[src/core/adsq_pkg.sv]
/*
 Package for the converter sequencer control: register offsets, field
 positions, reset values, mode and state encodings, timing counts.
 Assumes a single 100 MHz clock domain.
*/
package adsq_pkg;
	// ----------------------------------------------------------------
	// Register offsets (word index on the plain register port)
	// ----------------------------------------------------------------
	localparam logic [3:0] OFF_CONTROL = 4'h0;
	localparam logic [3:0] OFF_RESULT = 4'h1;
	localparam logic [3:0] OFF_INJRESULT = 4'h2;
	localparam logic [3:0] OFF_TIMING = 4'h3;
	localparam logic [3:0] OFF_XBUSCFG = 4'h4;
	localparam logic [3:0] OFF_STATUS = 4'h5;
	localparam logic [3:0] OFF_DIGIN = 4'h6;
	// ----------------------------------------------------------------
	// Register fields and reset values
	// ----------------------------------------------------------------
	localparam int CTL_CHAN_LSB = 0;
	localparam int CTL_MODE_LSB = 5;
	localparam int CTL_START_BIT = 7;
	localparam int CTL_WAITRD_BIT = 8;
	localparam int CTL_OVRSTALL_BIT = 9;
	localparam int CTL_INJREQ_BIT = 10;
	localparam int CTL_INJCHAN_LSB = 11;
	localparam int RES_CHAN_LSB = 10;
	localparam int STS_BUSY_BIT = 0;
	localparam int STS_CAL_BIT = 1;
	localparam int STS_OVR_BIT = 2;
	localparam int STS_HOLD_BIT = 3;
	localparam int STS_INJ_BIT = 4;
	localparam logic [15:0] CONTROL_RST = 16'h0000;
	localparam logic [15:0] TIMING_RST = 16'h0808;
	// ----------------------------------------------------------------
	// Conversion modes and timing
	// ----------------------------------------------------------------
	localparam logic [1:0] MODE_SINGLE = 2'h0;
	localparam logic [1:0] MODE_CONT = 2'h1;
	localparam logic [1:0] MODE_SCAN = 2'h2;
	localparam logic [1:0] MODE_SCANCONT = 2'h3;
	localparam int CAL_CPU_CYCLES = 40630;
	localparam int CLOCK_MHZ = 100;
	localparam int CPU_MHZ = 64;
	localparam int CAL_CYCLES = (CAL_CPU_CYCLES * CLOCK_MHZ) / CPU_MHZ;
	typedef enum logic [2:0]
	{
		ST_CAL = 3'b000,
		ST_IDLE = 3'b001,
		ST_SAMPLE = 3'b010,
		ST_CONVERT = 3'b011,
		ST_STORE = 3'b100,
		ST_HOLD = 3'b101
	} adsq_state_t;
endpackage

[src/core/adsq_control.sv]
/*
 Converter sequencer control: calibration, channel sequencing, result
 and injection registers, overrun handling, register port.
 Assumes an analog core that takes a start pulse and answers with a
 done pulse and a 10-bit value; register port is synchronous.
*/
`timescale 1ns/1ps
module adsq_control
#(
	parameter int CAL_LEN = adsq_pkg::CAL_CYCLES,
	parameter int NCH = 24
)
(
	input wire logic clock,
	input wire logic resetn,
	input wire logic clkEn,
	input wire logic [3:0] regAddr,
	input wire logic [15:0] regWdata,
	input wire logic regWr,
	input wire logic regRd,
	output logic [15:0] regRdata,
	input wire logic [15:0] port5Pins,
	input wire logic [7:0] port1Pins,
	input wire logic [7:0] altPortPins,
	input wire logic anaDone,
	input wire logic [9:0] anaValue,
	output logic anaSample,
	output logic anaStart,
	output logic [4:0] anaChan,
	output logic extraFromAlt,
	output logic ovrIrq,
	output logic resultReq,
	output logic injReq,
	output logic busyFlag
);
	import adsq_pkg::*;

	// ----------------------------------------------------------------
	// Reset synchroniser
	// ----------------------------------------------------------------
	logic rstMeta_ff;
	logic rstSync_ff;
	always_ff @(posedge clock or negedge resetn)
	begin
		if (!resetn)
		begin
			rstMeta_ff <= 1'b0;
			rstSync_ff <= 1'b0;
		end
		else
		begin
			rstMeta_ff <= 1'b1;
			rstSync_ff <= rstMeta_ff;
		end
	end
	wire logic rstn = rstSync_ff;

	function automatic logic [4:0] nextChan(input logic [4:0] c);
		nextChan = (c == 5'h0) ? 5'h0 : c - 5'h1;
	endfunction

	// ----------------------------------------------------------------
	// Registers and state
	// ----------------------------------------------------------------
	logic [15:0] control_ff;
	logic [15:0] timing_ff;
	logic extraSel_ff;
	logic [15:0] result_ff;
	logic [15:0] tempBuf_ff;
	logic tempFull_ff;
	logic resultUnread_ff;
	logic overrun_ff;
	logic [15:0] injResult_ff;
	logic injPending_ff;
	logic injActive_ff;
	logic [4:0] curChan_ff;
	logic [16:0] calCnt_ff;
	logic [7:0] phaseCnt_ff;
	adsq_state_t state_ff;
	logic [15:0] nxt_rdata;

	wire logic [4:0] selChan = control_ff[CTL_CHAN_LSB +: 5];
	wire logic [1:0] mode = control_ff[CTL_MODE_LSB +: 2];
	wire logic waitRd = control_ff[CTL_WAITRD_BIT];
	wire logic ovrStall = control_ff[CTL_OVRSTALL_BIT];
	wire logic contMode = mode[0];
	wire logic scanMode = mode[1];
	wire logic resultRead = regRd && regAddr == OFF_RESULT;
	wire logic storeNow = state_ff == ST_STORE;
	// In the continuous modes wait-for-read lets one more conversion run into the temporary buffer
	wire logic blocked = resultUnread_ff && ovrStall;

	// ----------------------------------------------------------------
	// Control registers
	// ----------------------------------------------------------------
	always_ff @(posedge clock or negedge rstn)
	begin
		if (!rstn)
		begin
			control_ff <= CONTROL_RST;
			timing_ff <= TIMING_RST;
			extraSel_ff <= 1'b0;
		end
		else if (clkEn)
		begin
			if (regWr && regAddr == OFF_CONTROL)
				control_ff <= regWdata;
			else if (storeNow && !injActive_ff && !contMode && (!scanMode || curChan_ff == 5'h0))
				control_ff[CTL_START_BIT] <= 1'b0;
			if (regWr && regAddr == OFF_TIMING)
				timing_ff <= regWdata;
			if (regWr && regAddr == OFF_XBUSCFG)
				extraSel_ff <= regWdata[0];
		end
	end

	// ----------------------------------------------------------------
	// Sequencer
	// ----------------------------------------------------------------
	always_ff @(posedge clock or negedge rstn)
	begin
		if (!rstn)
		begin
			state_ff <= ST_CAL;
			calCnt_ff <= 17'h0;
			phaseCnt_ff <= 8'h0;
			curChan_ff <= 5'h0;
			injActive_ff <= 1'b0;
		end
		else if (clkEn)
		begin
			unique case (state_ff)
				ST_CAL:
				begin
					calCnt_ff <= calCnt_ff + 17'h1;
					if (calCnt_ff == 17'(CAL_LEN - 1))
						state_ff <= ST_IDLE;
				end
				ST_IDLE:
				begin
					phaseCnt_ff <= 8'h0;
					if (injPending_ff && contMode && control_ff[CTL_START_BIT])
					begin
						injActive_ff <= 1'b1;
						state_ff <= ST_SAMPLE;
					end
					else if (control_ff[CTL_START_BIT] && !blocked && !tempFull_ff)
					begin
						state_ff <= ST_SAMPLE;
					end
				end
				ST_SAMPLE:
				begin
					phaseCnt_ff <= phaseCnt_ff + 8'h1;
					if (phaseCnt_ff >= timing_ff[7:0])
						state_ff <= ST_CONVERT;
				end
				ST_CONVERT:
				begin
					phaseCnt_ff <= phaseCnt_ff + 8'h1;
					if (anaDone && phaseCnt_ff >= timing_ff[15:8])
						state_ff <= ST_STORE;
				end
				ST_STORE:
				begin
					if (injActive_ff)
						injActive_ff <= 1'b0;
					else if (scanMode)
						curChan_ff <= (curChan_ff == 5'h0) ? selChan : nextChan(curChan_ff);
					state_ff <= ST_IDLE;
				end
				ST_HOLD:
					state_ff <= ST_IDLE;
				default:
					state_ff <= ST_IDLE;
			endcase
			if (regWr && regAddr == OFF_CONTROL && !regWdata[CTL_INJREQ_BIT])
				curChan_ff <= regWdata[CTL_CHAN_LSB +: 5]; // Start and top channel land together
			else if (state_ff == ST_IDLE && !scanMode)
				curChan_ff <= selChan;
			else if (state_ff == ST_IDLE && !control_ff[CTL_START_BIT])
				curChan_ff <= selChan; // Scan runs from the top channel down to zero
		end
	end

	// ----------------------------------------------------------------
	// Results, overrun, wait-for-read and injection
	// ----------------------------------------------------------------
	wire logic [15:0] newResult = {1'b0, curChan_ff, anaValue};
	always_ff @(posedge clock or negedge rstn)
	begin
		if (!rstn)
		begin
			result_ff <= 16'h0;
			tempBuf_ff <= 16'h0;
			tempFull_ff <= 1'b0;
			resultUnread_ff <= 1'b0;
			overrun_ff <= 1'b0;
			injResult_ff <= 16'h0;
			injPending_ff <= 1'b0;
		end
		else if (clkEn)
		begin
			if (storeNow && injActive_ff)
			begin
				injResult_ff[9:0] <= anaValue;
				injPending_ff <= 1'b0;
			end
			else if (storeNow && waitRd && contMode && resultUnread_ff && !resultRead)
			begin
				tempBuf_ff <= newResult;
				tempFull_ff <= 1'b1;
			end
			else if (storeNow)
			begin
				result_ff <= newResult;
				resultUnread_ff <= 1'b1;
				if (resultUnread_ff && !resultRead)
					overrun_ff <= 1'b1;
			end
			else if (resultRead && tempFull_ff)
			begin
				result_ff <= tempBuf_ff;
				tempFull_ff <= 1'b0;
			end
			else if (resultRead)
				resultUnread_ff <= 1'b0;
			// A new request wins over the one retiring in the same cycle
			if (regWr && regAddr == OFF_CONTROL && regWdata[CTL_INJREQ_BIT])
			begin
				injPending_ff <= 1'b1;
				injResult_ff[15:10] <= {1'b0, regWdata[CTL_INJCHAN_LSB +: 5]};
			end
			if (regRd && regAddr == OFF_STATUS && !(storeNow && resultUnread_ff))
				overrun_ff <= 1'b0;
		end
	end

	// ----------------------------------------------------------------
	// Outputs, all registered
	// ----------------------------------------------------------------
	wire logic [4:0] convChan = injActive_ff ? injResult_ff[14:10] : curChan_ff;
	always_ff @(posedge clock or negedge rstn)
	begin
		if (!rstn)
		begin
			anaSample <= 1'b0;
			anaStart <= 1'b0;
			anaChan <= 5'h0;
			extraFromAlt <= 1'b0;
			ovrIrq <= 1'b0;
			resultReq <= 1'b0;
			injReq <= 1'b0;
			busyFlag <= 1'b1;
		end
		else if (clkEn)
		begin
			anaSample <= state_ff == ST_SAMPLE;
			anaStart <= state_ff == ST_SAMPLE && phaseCnt_ff >= timing_ff[7:0];
			anaChan <= convChan;
			extraFromAlt <= extraSel_ff;
			ovrIrq <= overrun_ff && !ovrStall;
			resultReq <= storeNow && !injActive_ff && scanMode;
			injReq <= storeNow && injActive_ff;
			busyFlag <= state_ff == ST_CAL && calCnt_ff != 17'(CAL_LEN - 1);
		end
	end

	// ----------------------------------------------------------------
	// Register read port, data one cycle after the strobe
	// ----------------------------------------------------------------
	always_comb
	begin
		nxt_rdata = 16'h0;
		unique case (regAddr)
			OFF_CONTROL: nxt_rdata = control_ff;
			OFF_RESULT: nxt_rdata = result_ff;
			OFF_INJRESULT: nxt_rdata = injResult_ff;
			OFF_TIMING: nxt_rdata = timing_ff;
			OFF_XBUSCFG: nxt_rdata = {15'h0, extraSel_ff};
			OFF_STATUS: nxt_rdata = {11'h0, injPending_ff, tempFull_ff, overrun_ff,
				state_ff == ST_CAL, state_ff == ST_CAL};
			OFF_DIGIN: nxt_rdata = extraSel_ff ? {altPortPins, port5Pins[7:0]}
				: {port1Pins, port5Pins[7:0]};
			default: nxt_rdata = 16'h0;
		endcase
	end
	always_ff @(posedge clock or negedge rstn)
	begin
		if (!rstn)
			regRdata <= 16'h0;
		else if (clkEn)
			regRdata <= regRd ? nxt_rdata : 16'h0;
	end
endmodule

[config.mk]
export PLATFORM = sky130hd
export DESIGN_NAME = adsq_control
export DESIGN_NICKNAME = d
export VERILOG_FILES = /design/src/core/adsq_pkg.sv /design/src/core/adsq_control.sv
export SDC_FILE = /design/constraint.sdc
export NUM_CORES = 1
export LEC_CHECK = 0
export BUFFER_PORTS_ARGS = -buffer_cell sky130_fd_sc_hd__buf_2
export CAP_MARGIN = 20
export CELL_PAD_IN_SITES_DETAIL_PLACEMENT = 1
export CELL_PAD_IN_SITES_GLOBAL_PLACEMENT = 1
export CORE_ASPECT_RATIO = 0.6
export CORE_MARGIN = 2
export CORE_UTILIZATION = 46
export DETAILED_ROUTE_END_ITERATION = 10
export GPL_ROUTABILITY_DRIVEN = 0
export PLACE_DENSITY = 0.76
export SYNTH_ARGS = -nofsm -noshare
export SYNTH_HDL_FRONTEND = slang
export SYNTH_SLANG_ARGS = --single-unit
[constraint.sdc]
create_clock -name clock -period 5.67 [get_ports clock]
set_clock_uncertainty 0.1 [all_clocks]
set_input_delay 1.134 -clock clock [delete_from_list [all_inputs] [get_ports clock]]
set_output_delay 1.134 -clock clock [all_outputs]
set_load 0.02 [all_outputs]
Yosys cells after proc, flatten, opt, wreduce, memory -nomap -nowiden
Index checks and enable logic that the tools add are counted.
Widths: inputs -> output; s select.
- flip-flop bits (word level): 147
- bits of input ports: 68
- output and inout bits: 28
- $add $sub $neg: 3
- order comparisons: 2
- eq/ne operators: 22
- mux-type cells: 37
- bitwise gates (word level): 2
- reduce and logical (&&, ||, !) cells: 74
- operators by type and width (kind ; number):
    $pmux 16 s7 ; 1
    $mux 16 ; 4
    $mux 5 ; 8
    $logic_and 1x1->1 ; 31
    $reduce_and 2->1 ; 9
    $reduce_bool 2->1 ; 9
    $add 17x1->17 const B ; 1
    $eq 17x16->1 const B ; 1
    $ne 17x16->1 const B ; 1
    $ge 8x8->1 ; 2
    $mux 1 ; 16
    $pmux 8 s2 ; 1
    $mux 3 ; 5
    $reduce_and 5->1 ; 3
    $eq 4x3->1 const B ; 3
    $pmux 3 s4 ; 1
    $reduce_and 4->1 ; 3
    $logic_not 1->1 ; 10
    $ne 2x2->1 const B ; 5
    $add 8x1->8 const B ; 1
    $eq 4x2->1 const B ; 2
    $reduce_bool 4->1 ; 2
    $eq 3x2->1 const B ; 2
    $ne 2x1->1 const B ; 3
    other kinds (14) ; 16

Depth between registers and ports, before layout
Gate-level depths: netlist (run 1).
- depth after elaboration: 9
- mapped depth: 8
- mapped depth without buffers: 7

Worst setup path before layout (run 1)
Ideal clock, no wire load.
- kind: input port to flip-flop
- start point: in regAddr[3]
- end point: reg result_ff[10]
- arrival: 2.662 ns
- required time: 5.445 ns
- path slack: 2.783 ns
- cell stages on the path: 7
- path buffers: 2
- cells stage by stage: buf_2 nor4b_4 nand2_2 a41oi_2 o221ai_2 buf_6 mux2_4
- longest elaborated chain between the ends: 6
- elaborated cells between the ends (all ways): 8
- classes of those cells: 1 x eq/ne; 1 x bitwise; 6 x reduce/logical
- RTL lines (item ; line ; RTL):
    start, declared ; adsq_control.sv:17 ; input wire logic [3:0] regAddr,
    $eq 4x1->1 (*) ; adsq_control.sv:88 ; wire logic resultRead = regRd && regAddr == OFF_RESULT;
    $logic_and 1x1->1 (*) ; adsq_control.sv:88 ;
    $logic_not 1->1 ; adsq_control.sv:209 ; else if (storeNow && waitRd && contMode && resultUnread_ff && !resultRead)
    $logic_and 1x1->1 ; adsq_control.sv:209 ;
    $not 1->1 (no source line) ; - ;
    $reduce_and 4->1 (no source line) (*) ; - ;
    end signal, assigned ; adsq_control.sv:216 ; result_ff <= newResult;
    end signal, assigned ; adsq_control.sv:223 ; result_ff <= tempBuf_ff;
    end, declared ; adsq_control.sv:68 ; logic [15:0] result_ff;
Mark *: on every way between the ends. The rest lies on a longest branch, timed or not.
A chain may end at the register's enable or synchronous reset.

Worst setup path in the final report (run 1)
- start point: in regAddr[1]
- end point: reg injResult_ff[11]
- longest elaborated chain between the ends: 4
- RTL lines (item ; line ; RTL):
    $logic_not 4->1 ; adsq_control.sv:229 ; if (regWr && regAddr == OFF_CONTROL && regWdata[CTL_INJREQ_BIT])
    $logic_and 1x1->1 (2 in a row) ; adsq_control.sv:229 ;
    $reduce_and 2->1 (no source line) ; - ;
    end signal, assigned ; adsq_control.sv:232 ; injResult_ff[15:10] <= {1'b0, regWdata[CTL_INJCHAN_LSB +: 5]};
    end, declared ; adsq_control.sv:73 ; logic [15:0] injResult_ff;
Every way passes these cells.

==> results.py, run 1 <==
metrics = {
    "worst_setup_path": {
        "worstSetupPathType": "in -> reg",
        "crit_arrival_ps": 3410,
        "cpPeakStageDelay_ps": 830,
        "crit_fanout": 19,
        "crit_cells": 6,
        "cp.buffers_inverters": 2,
        "crit_family": "simple AND/OR/NAND/NOR gates",
        "critPathRequiredTime_ps": 5870,
        "crit_chain": "buf_2 > nor4_2 > buf_4 > and3_1 > nand2_2 > mux2_2",
        "cp-end-kind": "register",
        "critPathLaunchType": "primary input",
        "r2r_cells": 5,
        "worst_path_max_delay_cell": "and3_1",
    },
    "die": {
        "die_w_um": 166,
        "die_height_um": 101,
        "fp.dieArea_um2": 16900,
        "fp.coreArea_um2": 15400,
        "rows": 35,
        "ios": 96,
        "start_util": 0.472,
    },
    "clock_tree": {
        "cts.clk_slew.worst_paths_ps": 70,
        "htree_levels": 4,
        "ctsRootBufferMaster": "clkbuf_16",
        "cts_made_buffers": 17,
        "cts_buffer_depth": 2,
        "post_cts_buffers": 0,
        "cts_tree": "done",
        "holdBufCountCts": 0,
        "clock-sinks": 146,
        "worstSkewPairLatency_ps": 420,
        "cts_resized": 0,
    },
    "yosys": {
        "syn-cell-area_um2": 7270,
        "yosysWarnings": 0,
        "ys_seq_elements": 146,
        "syn_avg_cell_area_um2": 10.9,
        "yosysUniqueCellTypes": 64,
        "async_flop_share": 1.00,
        "ys.flop_type": "dfrtp_1",
        "syn_nets": 753,
        "synth_edf_count": 0,
        "netlist_instances": 666,
        "seq_area_frac_synth": 0.503,
    },
    "timing": {
        "tightest_slew_ps": 985,
        "period_share": 0.565,
        "max_slew_margin": 0.338,
        "finalSetupViolCount": 0,
        "hold_viol_final": 0,
        "fin_setup_tns_ps": 0,
        "drv_slew": 0,
        "post-route-min-period_ps": 3210,
        "fmax_mhz": 312,
        "finalWorstSetupSlack_ps": 2460,
        "rsz0062_at_grt": "false",
    },
    "cells_and_area": {
        "layout_common_cells": "dfrtp_1 (142), nand2_1 (91), buf_2 (87)",
        "fin_nets": 838,
        "insertedDiodeCount": 0,
        "fill_cells": 1669,
        "area_growth_pct": 17.0,
        "register_area_um2": 3660,
        "multiInputGateArea_um2": 3350,
        "mostFrequentLayoutCell": "dfrtp_1",
        "drive_above_1_share": 0.297,
    },
    "min_path": {
        "hold_depth": 0,
        "hp-class": "reg -> reg",
    },
    "pwr": {
        "pwr-share-clk": 0.333,
        "finalPower_mw": 3.39,
        "p_sw_mw": 1.20,
        "sw_frac_of_total": 0.353,
        "vdd_ir_drop_max_uv": 232,
        "p_seq_frac": 0.426,
        "combPwrFrac": 0.241,
        "powerDensity_nw_per_um2": 399,
        "leakagePower_nw": 4.20,
        "intPower_mw": 2.19,
    },
    "routing": {
        "drt_iter0_drc": 469,
        "totalWireLength_um": 22000,
        "ant_nets": 0,
        "post_drt_via_cell_ratio": 5.96,
        "wl_per_cell_um": 22.8,
        "dr.pass1.iters": 5,
        "vias": 5766,
        "drc": 0,
    },
    "outcome": {
        "status": "completed",
    },
    "run": {
        "drv_cap": 0,
    },
    "grt": {
        "track_usage": 0.272,
        "overflow": 0,
        "grt_pass1_vias": 6128,
        "grt_pass1_wl_um": 35000,
        "grt_max_degree": 60,
        "grt_antenna_before_repair": 0,
    },
    "placement": {
        "pre_cts_slack_ps": 2100,
        "numPortBuffers": 87,
        "hpwlAfterDp_um": 15700,
    },
}
## worst paths after layout
path                               endpoint   startpoint  slack, ps
max                        injResult_ff[11]   regAddr[1]       2460
min                              rstSync_ff   rstMeta_ff        260
max reg2reg                   tempBuf_ff[5]  state_ff[2]       2570
min reg2reg                      rstSync_ff   rstMeta_ff        260
max in group asynchronous    control_ff[13]   rstSync_ff       3890
min in group asynchronous       extraSel_ff   rstSync_ff        300
## synthesized netlist by cell type (3+ instances only)
master | number | area, um^2
inv_1 | 30 | 113
nor3_1 | 10 | 50.1
nor2_1 | 22 | 82.6
nand4_1 | 5 | 31.3
dfrtp_1 | 143 | 3580
o31ai_1 | 3 | 22.5
nand2_1 | 91 | 342
buf_2 | 8 | 40.0
dfstp_2 | 3 | 78.8
a21oi_1 | 17 | 85.1
xor2_1 | 16 | 140
mux2_4 | 10 | 150
buf_4 | 3 | 22.5
nor4_1 | 4 | 25.0
a222oi_1 | 5 | 50.1
nand3_1 | 29 | 145
buf_6 | 3 | 33.8
clkbuf_1 | 16 | 60.1
nor2b_1 | 3 | 18.8
a22o_1 | 15 | 131
a22oi_1 | 29 | 218
o21ai_0 | 36 | 180
nor3b_1 | 6 | 45.0
ha_1 | 19 | 238
nand2b_1 | 4 | 25.0
mux2_2 | 67 | 754
xnor2_1 | 8 | 70.1
and3_1 | 8 | 50.1
mux2i_1 | 10 | 100
## through the flow
step | hold slack, ps | instance area, um^2 | utilization | std cells
floorplan | 231 | 7270 | - | 666
global placement | 241 | 7890 | 0.512 | 932
detailed placement | 239 | 7910 | 0.513 | 934
CTS | 261 | 8490 | 0.551 | 966
global route | 272 | 8500 | 0.552 | 967
finish | 258 | 8500 | 0.552 | 967
## state kept, by name, summed over array words and instances, names as in the netlist, 8 cells and up
name,count
injResult_ff,15
phaseCnt_ff,8
tempBuf_ff,15
calCnt_ff,17
result_ff,15
regRdata,16
timing_ff,16
control_ff,16
## logic make-up after synthesis
family / share of synthesized area
and+or+nand+nor: 0.138
DFF: 0.503
AOI/OAI and AO/OA: 0.119
muxes: 0.138
buffers and inverters: 0.0392
xor gates and xnor gates: 0.0289
adders and majority gates: 0.0327
other: 0.000516
## power by group through the flow
stage	Combinational, mW	Clock (mW)	Sequential [mW]
after floorplan	0.574	0	1.37
after global placement	0.735	0	1.44
after detailed placement	0.792	0	1.45
after CTS	0.813	1.14	1.44
after global routing	0.895	1.18	1.47
final	0.817	1.13	1.44
## metal layers
layer	vias up	track usage	wire [um]	share of wire
met2	196	0.432	9940	0.45
met3	33	0.0512	1390	0.063
met4	0	0.0855	423	0.019
li1	2559	-	-	-
met5	-	0	0	0
met1	2978	0.385	10300	0.47
## layout make-up
type | instances | share of cell area
sequential | 146 | 0.430
multi-input combinational | 456 | 0.394
timing repair buffer | 99 | 0.0636
clock buffer | 18 | 0.0516
tap | 203 | 0.0299
clock inverter | 14 | 0.0168
inverter | 31 | 0.0137
Note: power is estimated with default switching activity, not from simulation.
==> run 2: changes to the inputs <==
Settings changed: ABC_AREA from default to 1, CORE_UTILIZATION 46 to 43.
Clock period 5.67 ns to 3.3 ns, I/O delays scaled along.
==> results.py, run 2 <==
metrics = {
    "outcome": {
        "status": "completed",
    },
    "yosys": {
        "synth_compound_area_frac": 0.125,
        "yosysUniqueCellTypes": 46,
        "yosys.area_share.xor_xnor": 0.0209,
        "yosysWarnings": 0,
        "ys_seq_elements": 146,
        "muxShareOfSynthArea": 0.00150,
        "async_flop_share": 1.00,
        "synthAdderAreaFrac": 0.0316,
        "synth_area_leader_cell": "dfrtp_1",
        "seq_area_frac_synth": 0.486,
        "synth.top_cell.area_share": 0.475,
        "syn_nets": 1033,
        "synth_commonest_cells": "nand2_1 (310), dfrtp_1 (143), o21ai_0 (101), inv_1 (100), nor2_1 (77)",
        "synth_edf_count": 0,
        "netlist_instances": 946,
        "synth_most_common_cell": "nand2_1",
        "yosys.area_share.simple": 0.262,
        "syn_avg_cell_area_um2": 7.96,
        "syn-cell-area_um2": 7530,
        "yosys-top-cells-area": "dfrtp_1 (48%), nand2_1 (15%), o21ai_0 (6.7%)",
        "ys.flop_type": "dfrtp_1",
        "synth_top_family_by_area": "simple AND/OR/NAND/NOR gates",
    },
    "grt": {
        "grt_pass1_vias": 6841,
        "overflow": 0,
        "grt_antenna_before_repair": 0,
        "track_usage": 0.271,
        "grt_pass1_wl_um": 38300,
        "grt_max_degree": 53,
    },
    "timing": {
        "hold_viol_final": 0,
        "fmax_mhz": 446,
        "rsz0062_at_grt": "false",
        "post-route-min-period_ps": 2240,
        "max_slew_margin": 0.604,
        "period_share": 0.680,
        "fin_setup_tns_ps": 0,
        "tightest_slew_ps": 593,
        "hold_slack_ps": 208,
        "finalSetupViolCount": 0,
        "drv_slew": 0,
    },
    "pwr": {
        "powerDensity_nw_per_um2": 520,
        "vdd_ir_drop_max_uv": 333,
        "leakagePower_nw": 4.57,
    },
    "cells_and_area": {
        "mostFrequentLayoutCell": "nand2_1",
        "multiInputGateArea_um2": 3320,
        "regMostFlops": "calCnt_ff",
        "insertedDiodeCount": 0,
        "fin_nets": 1127,
        "fill_cells": 2123,
        "area_growth_pct": 16.2,
        "register_area_um2": 3660,
        "layout_common_cells": "nand2_1 (310), dfrtp_1 (142), o21ai_0 (101)",
        "largest_reg_flops": 17,
        "drive_above_1_share": 0.169,
    },
    "die": {
        "rows": 37,
        "fp.coreArea_um2": 17100,
        "start_util": 0.440,
        "fp.dieArea_um2": 18600,
        "die_w_um": 175,
        "ios": 96,
        "die_height_um": 106,
    },
    "placement": {
        "numPortBuffers": 87,
        "hpwlAfterDp_um": 17600,
    },
    "clock_tree": {
        "cts.clk_slew.worst_paths_ps": 60,
        "cts_made_buffers": 17,
        "cts_buffer_depth": 2,
        "post_cts_buffers": 0,
        "htree_levels": 4,
        "clock-sinks": 146,
        "ctsRootBufferMaster": "clkbuf_16",
        "worstSkewPairLatency_ps": 430,
        "cts_tree": "done",
    },
    "routing": {
        "wl_per_cell_um": 18.4,
        "dr.pass1.iters": 5,
        "post_drt_via_cell_ratio": 5.22,
        "drc": 0,
        "vias": 6693,
        "ant_nets": 0,
        "totalWireLength_um": 23500,
        "drt_iter0_drc": 503,
    },
    "worst_setup_path": {
        "cpPeakStageDelay_ps": 410,
        "crit_arrival_ps": 2430,
        "cp-end-kind": "register",
        "cp_common_cell": "nand2_1",
        "worst_path_max_delay_cell": "nor2_2",
        "regToRegSetupSlack_ps": 1120,
        "crit_fanout": 12,
        "crit_chain": "buf_2 > nor2_1 > nand2_1 > nor2_2 > nand2_1 > nand2_1 > o21ai_0",
        "worstSetupPathType": "in -> reg",
        "startpoint": "regAddr[1]",
        "r2r-end": "tempBuf_ff[11]",
        "r2r-start": "state_ff[0]",
        "critPathLaunchType": "primary input",
        "critPathRequiredTime_ps": 3480,
        "endpoint": "injResult_ff[10]",
        "r2r_cells": 8,
    },
    "run": {
        "drv_cap": 0,
    },
    "min_path": {
        "hp-class": "reg -> async",
    },
}
-- run 2: cell count changes in the layout (fill, tap and decap cells not counted), sizes merged, moves of 10 or more --
cell	previous run	this run
nand2	93	317
mux2	77	1
inv	38	107
o21ai	36	103
nor2	22	88
a22oi	29	0
a21oi	17	35
a22o	15	0
mux2i	10	0
-- run 2: repair_timing --
item | in CTS | in global routing
gates resized for setup | 0 | 0
hold buffers | 1 | 0
endpoints found under the hold margin | 2 | 0
-- run 2: cell families after synthesis --
| kind of cell | after synthesis |
|---|---|
| DFF | 146 |
| muxes | 1 |
| other | 1 |
| and+or+nand+nor | 462 |
| adders and majority gates | 19 |
| xor gates and xnor gates | 18 |
| buffers and inverters | 135 |
| AOI/OAI and AO/OA | 164 |
-- run 2: how the worst min path moves through the flow --
| stage | slack (ps) | depth (start not counted) | to |
|---|---|---|---|
| after floorplan | 230 | 0 | rstSync_ff |
| after global placement | 220 | 0 | result_ff[10] |
| after detailed placement | 230 | 0 | result_ff[10] |
| after CTS | 230 | 0 | result_ff[10] |
| after global routing | 260 | 0 | result_ff[10] |
| final | 210 | 0 | result_ff[10] |
-- run 2: final cells by class --
class	instances	share of cell area
clock buffers	26	0.0582
inverters	110	0.0476
multi-input cells	665	0.380
flip-flops and latches	146	0.418
well taps	234	0.0335
repair buffers	100	0.0626
-- run 2: metal layers --
metal,part of all wire,track usage
met1,0.51,0.411
met2,0.42,0.394
met3,0.067,0.0587
met4,0.011,0.0613
met5,0,0
-- run 2: critical path: cells and delay by family --
kind            cells  cell delay [ps]
compound gates      1              100
buf+inv             1              130
simple gates        5             1520
-- run 2: where the power goes --
part	switching (mW)	internal (mW)	leakage, nW	total, mW
sequential	0.163	1.96	1.85	2.13
clock	0.714	1.04	0.250	1.75
combinational	0.441	0.230	2.47	0.671
-- run 2: stage by stage --
step	setup WS (ps)	cells	util	total power, mW	instance area, um^2
5_1_grt	771	1281	0.511	4.77	8750
2_1_floorplan	780	946	-	2.53	7530
6_report	1060	1281	0.511	4.55	8750
3_5_place_dp	671	1254	0.481	2.80	8230
4_1_cts	1100	1281	0.511	4.58	8750
3_3_place_gp	778	1254	0.481	2.77	8230
==> run 3: changes to the inputs <==
Settings changed: CORE_UTILIZATION 43 to 39, PLACE_DENSITY 0.76 to 0.72.
Clock period 3.3 ns to 2.05 ns, I/O delays scaled along.
==> results.py, run 3 (synthesized netlist as in run 2, its figures left out) <==
metrics = {
    "grt": {
        "grt_pass1_wl_um": 39200,
        "overflow": 0,
        "track_usage": 0.254,
        "grt_max_degree": 40,
        "grt_pass1_vias": 6956,
        "grt_antenna_before_repair": 0,
    },
    "worst_setup_path": {
        "r2r_cells": 13,
        "cp-end-kind": "register",
        "regToRegSetupSlack_ps": 80,
        "critPathLaunchType": "register",
        "r2r-start": "timing_ff[3]",
        "worstSetupPathType": "reg -> reg",
        "cp_common_cell": "nand2_1",
        "crit_fanout": 3,
        "crit_chain": "inv_1 > ha_1 > nand2_1 > nor2_1 > nor2_1 > nand2_1 > nand2_1 > nand2_2 > nor2_1 > nor2_2 > buf_4 > nand3_1 > nand2_1",
        "critPathRequiredTime_ps": 2260,
        "cpPeakStageDelay_ps": 550,
        "worst_path_max_delay_cell": "dfstp_2",
        "endpoint": "state_ff[2]",
        "crit_arrival_ps": 2190,
        "startpoint": "timing_ff[3]",
        "r2r-end": "state_ff[2]",
    },
    "timing": {
        "drv_slew": 0,
        "fin_setup_tns_ps": 0,
        "hold_slack_ps": 116,
        "post-route-min-period_ps": 1970,
        "finalSetupViolCount": 0,
        "hold_viol_final": 0,
        "period_share": 0.962,
        "fmax_mhz": 507,
    },
    "cells_and_area": {
        "fill_cells": 2324,
        "area_growth_pct": 21.7,
        "post-route-util": 0.483,
        "drive_above_1_share": 0.205,
        "register_area_um2": 3660,
        "fin_nets": 1153,
        "regMostFlops": "calCnt_ff",
        "largest_reg_flops": 17,
        "layout_common_cells": "nand2_1 (305), dfrtp_1 (142), o21ai_0 (101)",
        "insertedDiodeCount": 0,
        "mostFrequentLayoutCell": "nand2_1",
        "final_cell_area_um2": 9160,
        "multiInputGateArea_um2": 3360,
    },
    "pwr": {
        "leakagePower_nw": 4.77,
        "vdd_ir_drop_max_uv": 602,
        "powerDensity_nw_per_um2": 862,
    },
    "routing": {
        "totalWireLength_um": 24300,
        "ant_nets": 0,
        "post_drt_via_cell_ratio": 5.03,
        "dr.pass1.iters": 5,
        "vias": 6666,
        "drt_iter0_drc": 448,
        "wl_per_cell_um": 18.4,
        "drc": 0,
    },
    "clock_tree": {
        "cts_made_buffers": 17,
        "cts_tree": "done",
        "cts_buffer_depth": 2,
        "worstSkewPairLatency_ps": 430,
        "ctsRootBufferMaster": "clkbuf_16",
        "clock-sinks": 146,
        "htree_levels": 4,
        "cts.clk_slew.worst_paths_ps": 60,
    },
    "outcome": {
        "status": "completed",
    },
    "die": {
        "start_util": 0.397,
        "fp.coreArea_um2": 19000,
        "die_w_um": 183,
        "rows": 39,
        "die_height_um": 112,
        "ios": 96,
        "fp.dieArea_um2": 20500,
    },
    "placement": {
        "hpwlAfterDp_um": 18800,
        "numPortBuffers": 87,
        "placed_area_um2": 8480,
    },
    "run": {
        "drv_cap": 0,
    },
    "min_path": {
        "hp-class": "in -> reg",
    },
}
run 3: timing repair:
item,4_1_cts,5_1_grt
resized for setup,0,10
setup endpoints to repair,0,7
endpoints found under the hold margin,2,0
hold buffers,1,0
setup buffers,0,1
run 3: report_power, final:
part / internal (mW) / switching (mW)
Clock: 2.08 / 1.27
Combinational: 0.406 / 0.729
Sequential: 3.16 / 0.254
Total: 5.64 / 2.25
run 3: how the worst min path moves through the flow:
stage,from,to,slack (ps),cells after the start
3_5_place_dp,resetn,rstMeta_ff,100,1
4_1_cts,anaValue[1],injResult_ff[1],110,3
2_1_floorplan,resetn,rstMeta_ff,10,0
5_1_grt,anaValue[1],injResult_ff[1],120,3
3_3_place_gp,resetn,rstMeta_ff,100,1
6_report,anaValue[4],injResult_ff[4],120,3
run 3: critical path: cells and delay by family (launching register included):
| family | cells | cell delay, ps |
|---|---|---|
| adders and majority gates | 1 | 300 |
| buffers and inverters | 2 | 180 |
| DFF | 1 | 550 |
| and+or+nand+nor | 10 | 720 |
run 3: layout make-up:
class                   instances  area share
repair buffers                126      0.0866
clock buffers                  24      0.0548
inverters                     110      0.0455
clock inverters                 8      0.0135
well taps                     246      0.0336
multi-input cells             665       0.367
flip-flops and latches        146       0.400
run 3: metal layers:
metal	GRT usage	part of all wire
met5	0	0
met2	0.357	0.40
met4	0.0533	0.0082
met1	0.404	0.54
met3	0.0487	0.053
run 3: stage by stage:
step | setup slack [ps] | std cells | total power, mW
global placement | 102 | 1291 | 4.51
CTS | 45.9 | 1324 | 7.92
finish | 78.1 | 1325 | 7.89
global route | -22.9 | 1325 | 8.26
detailed placement | -6.02 | 1291 | 4.56
floorplan | 272 | 946 | 4.08
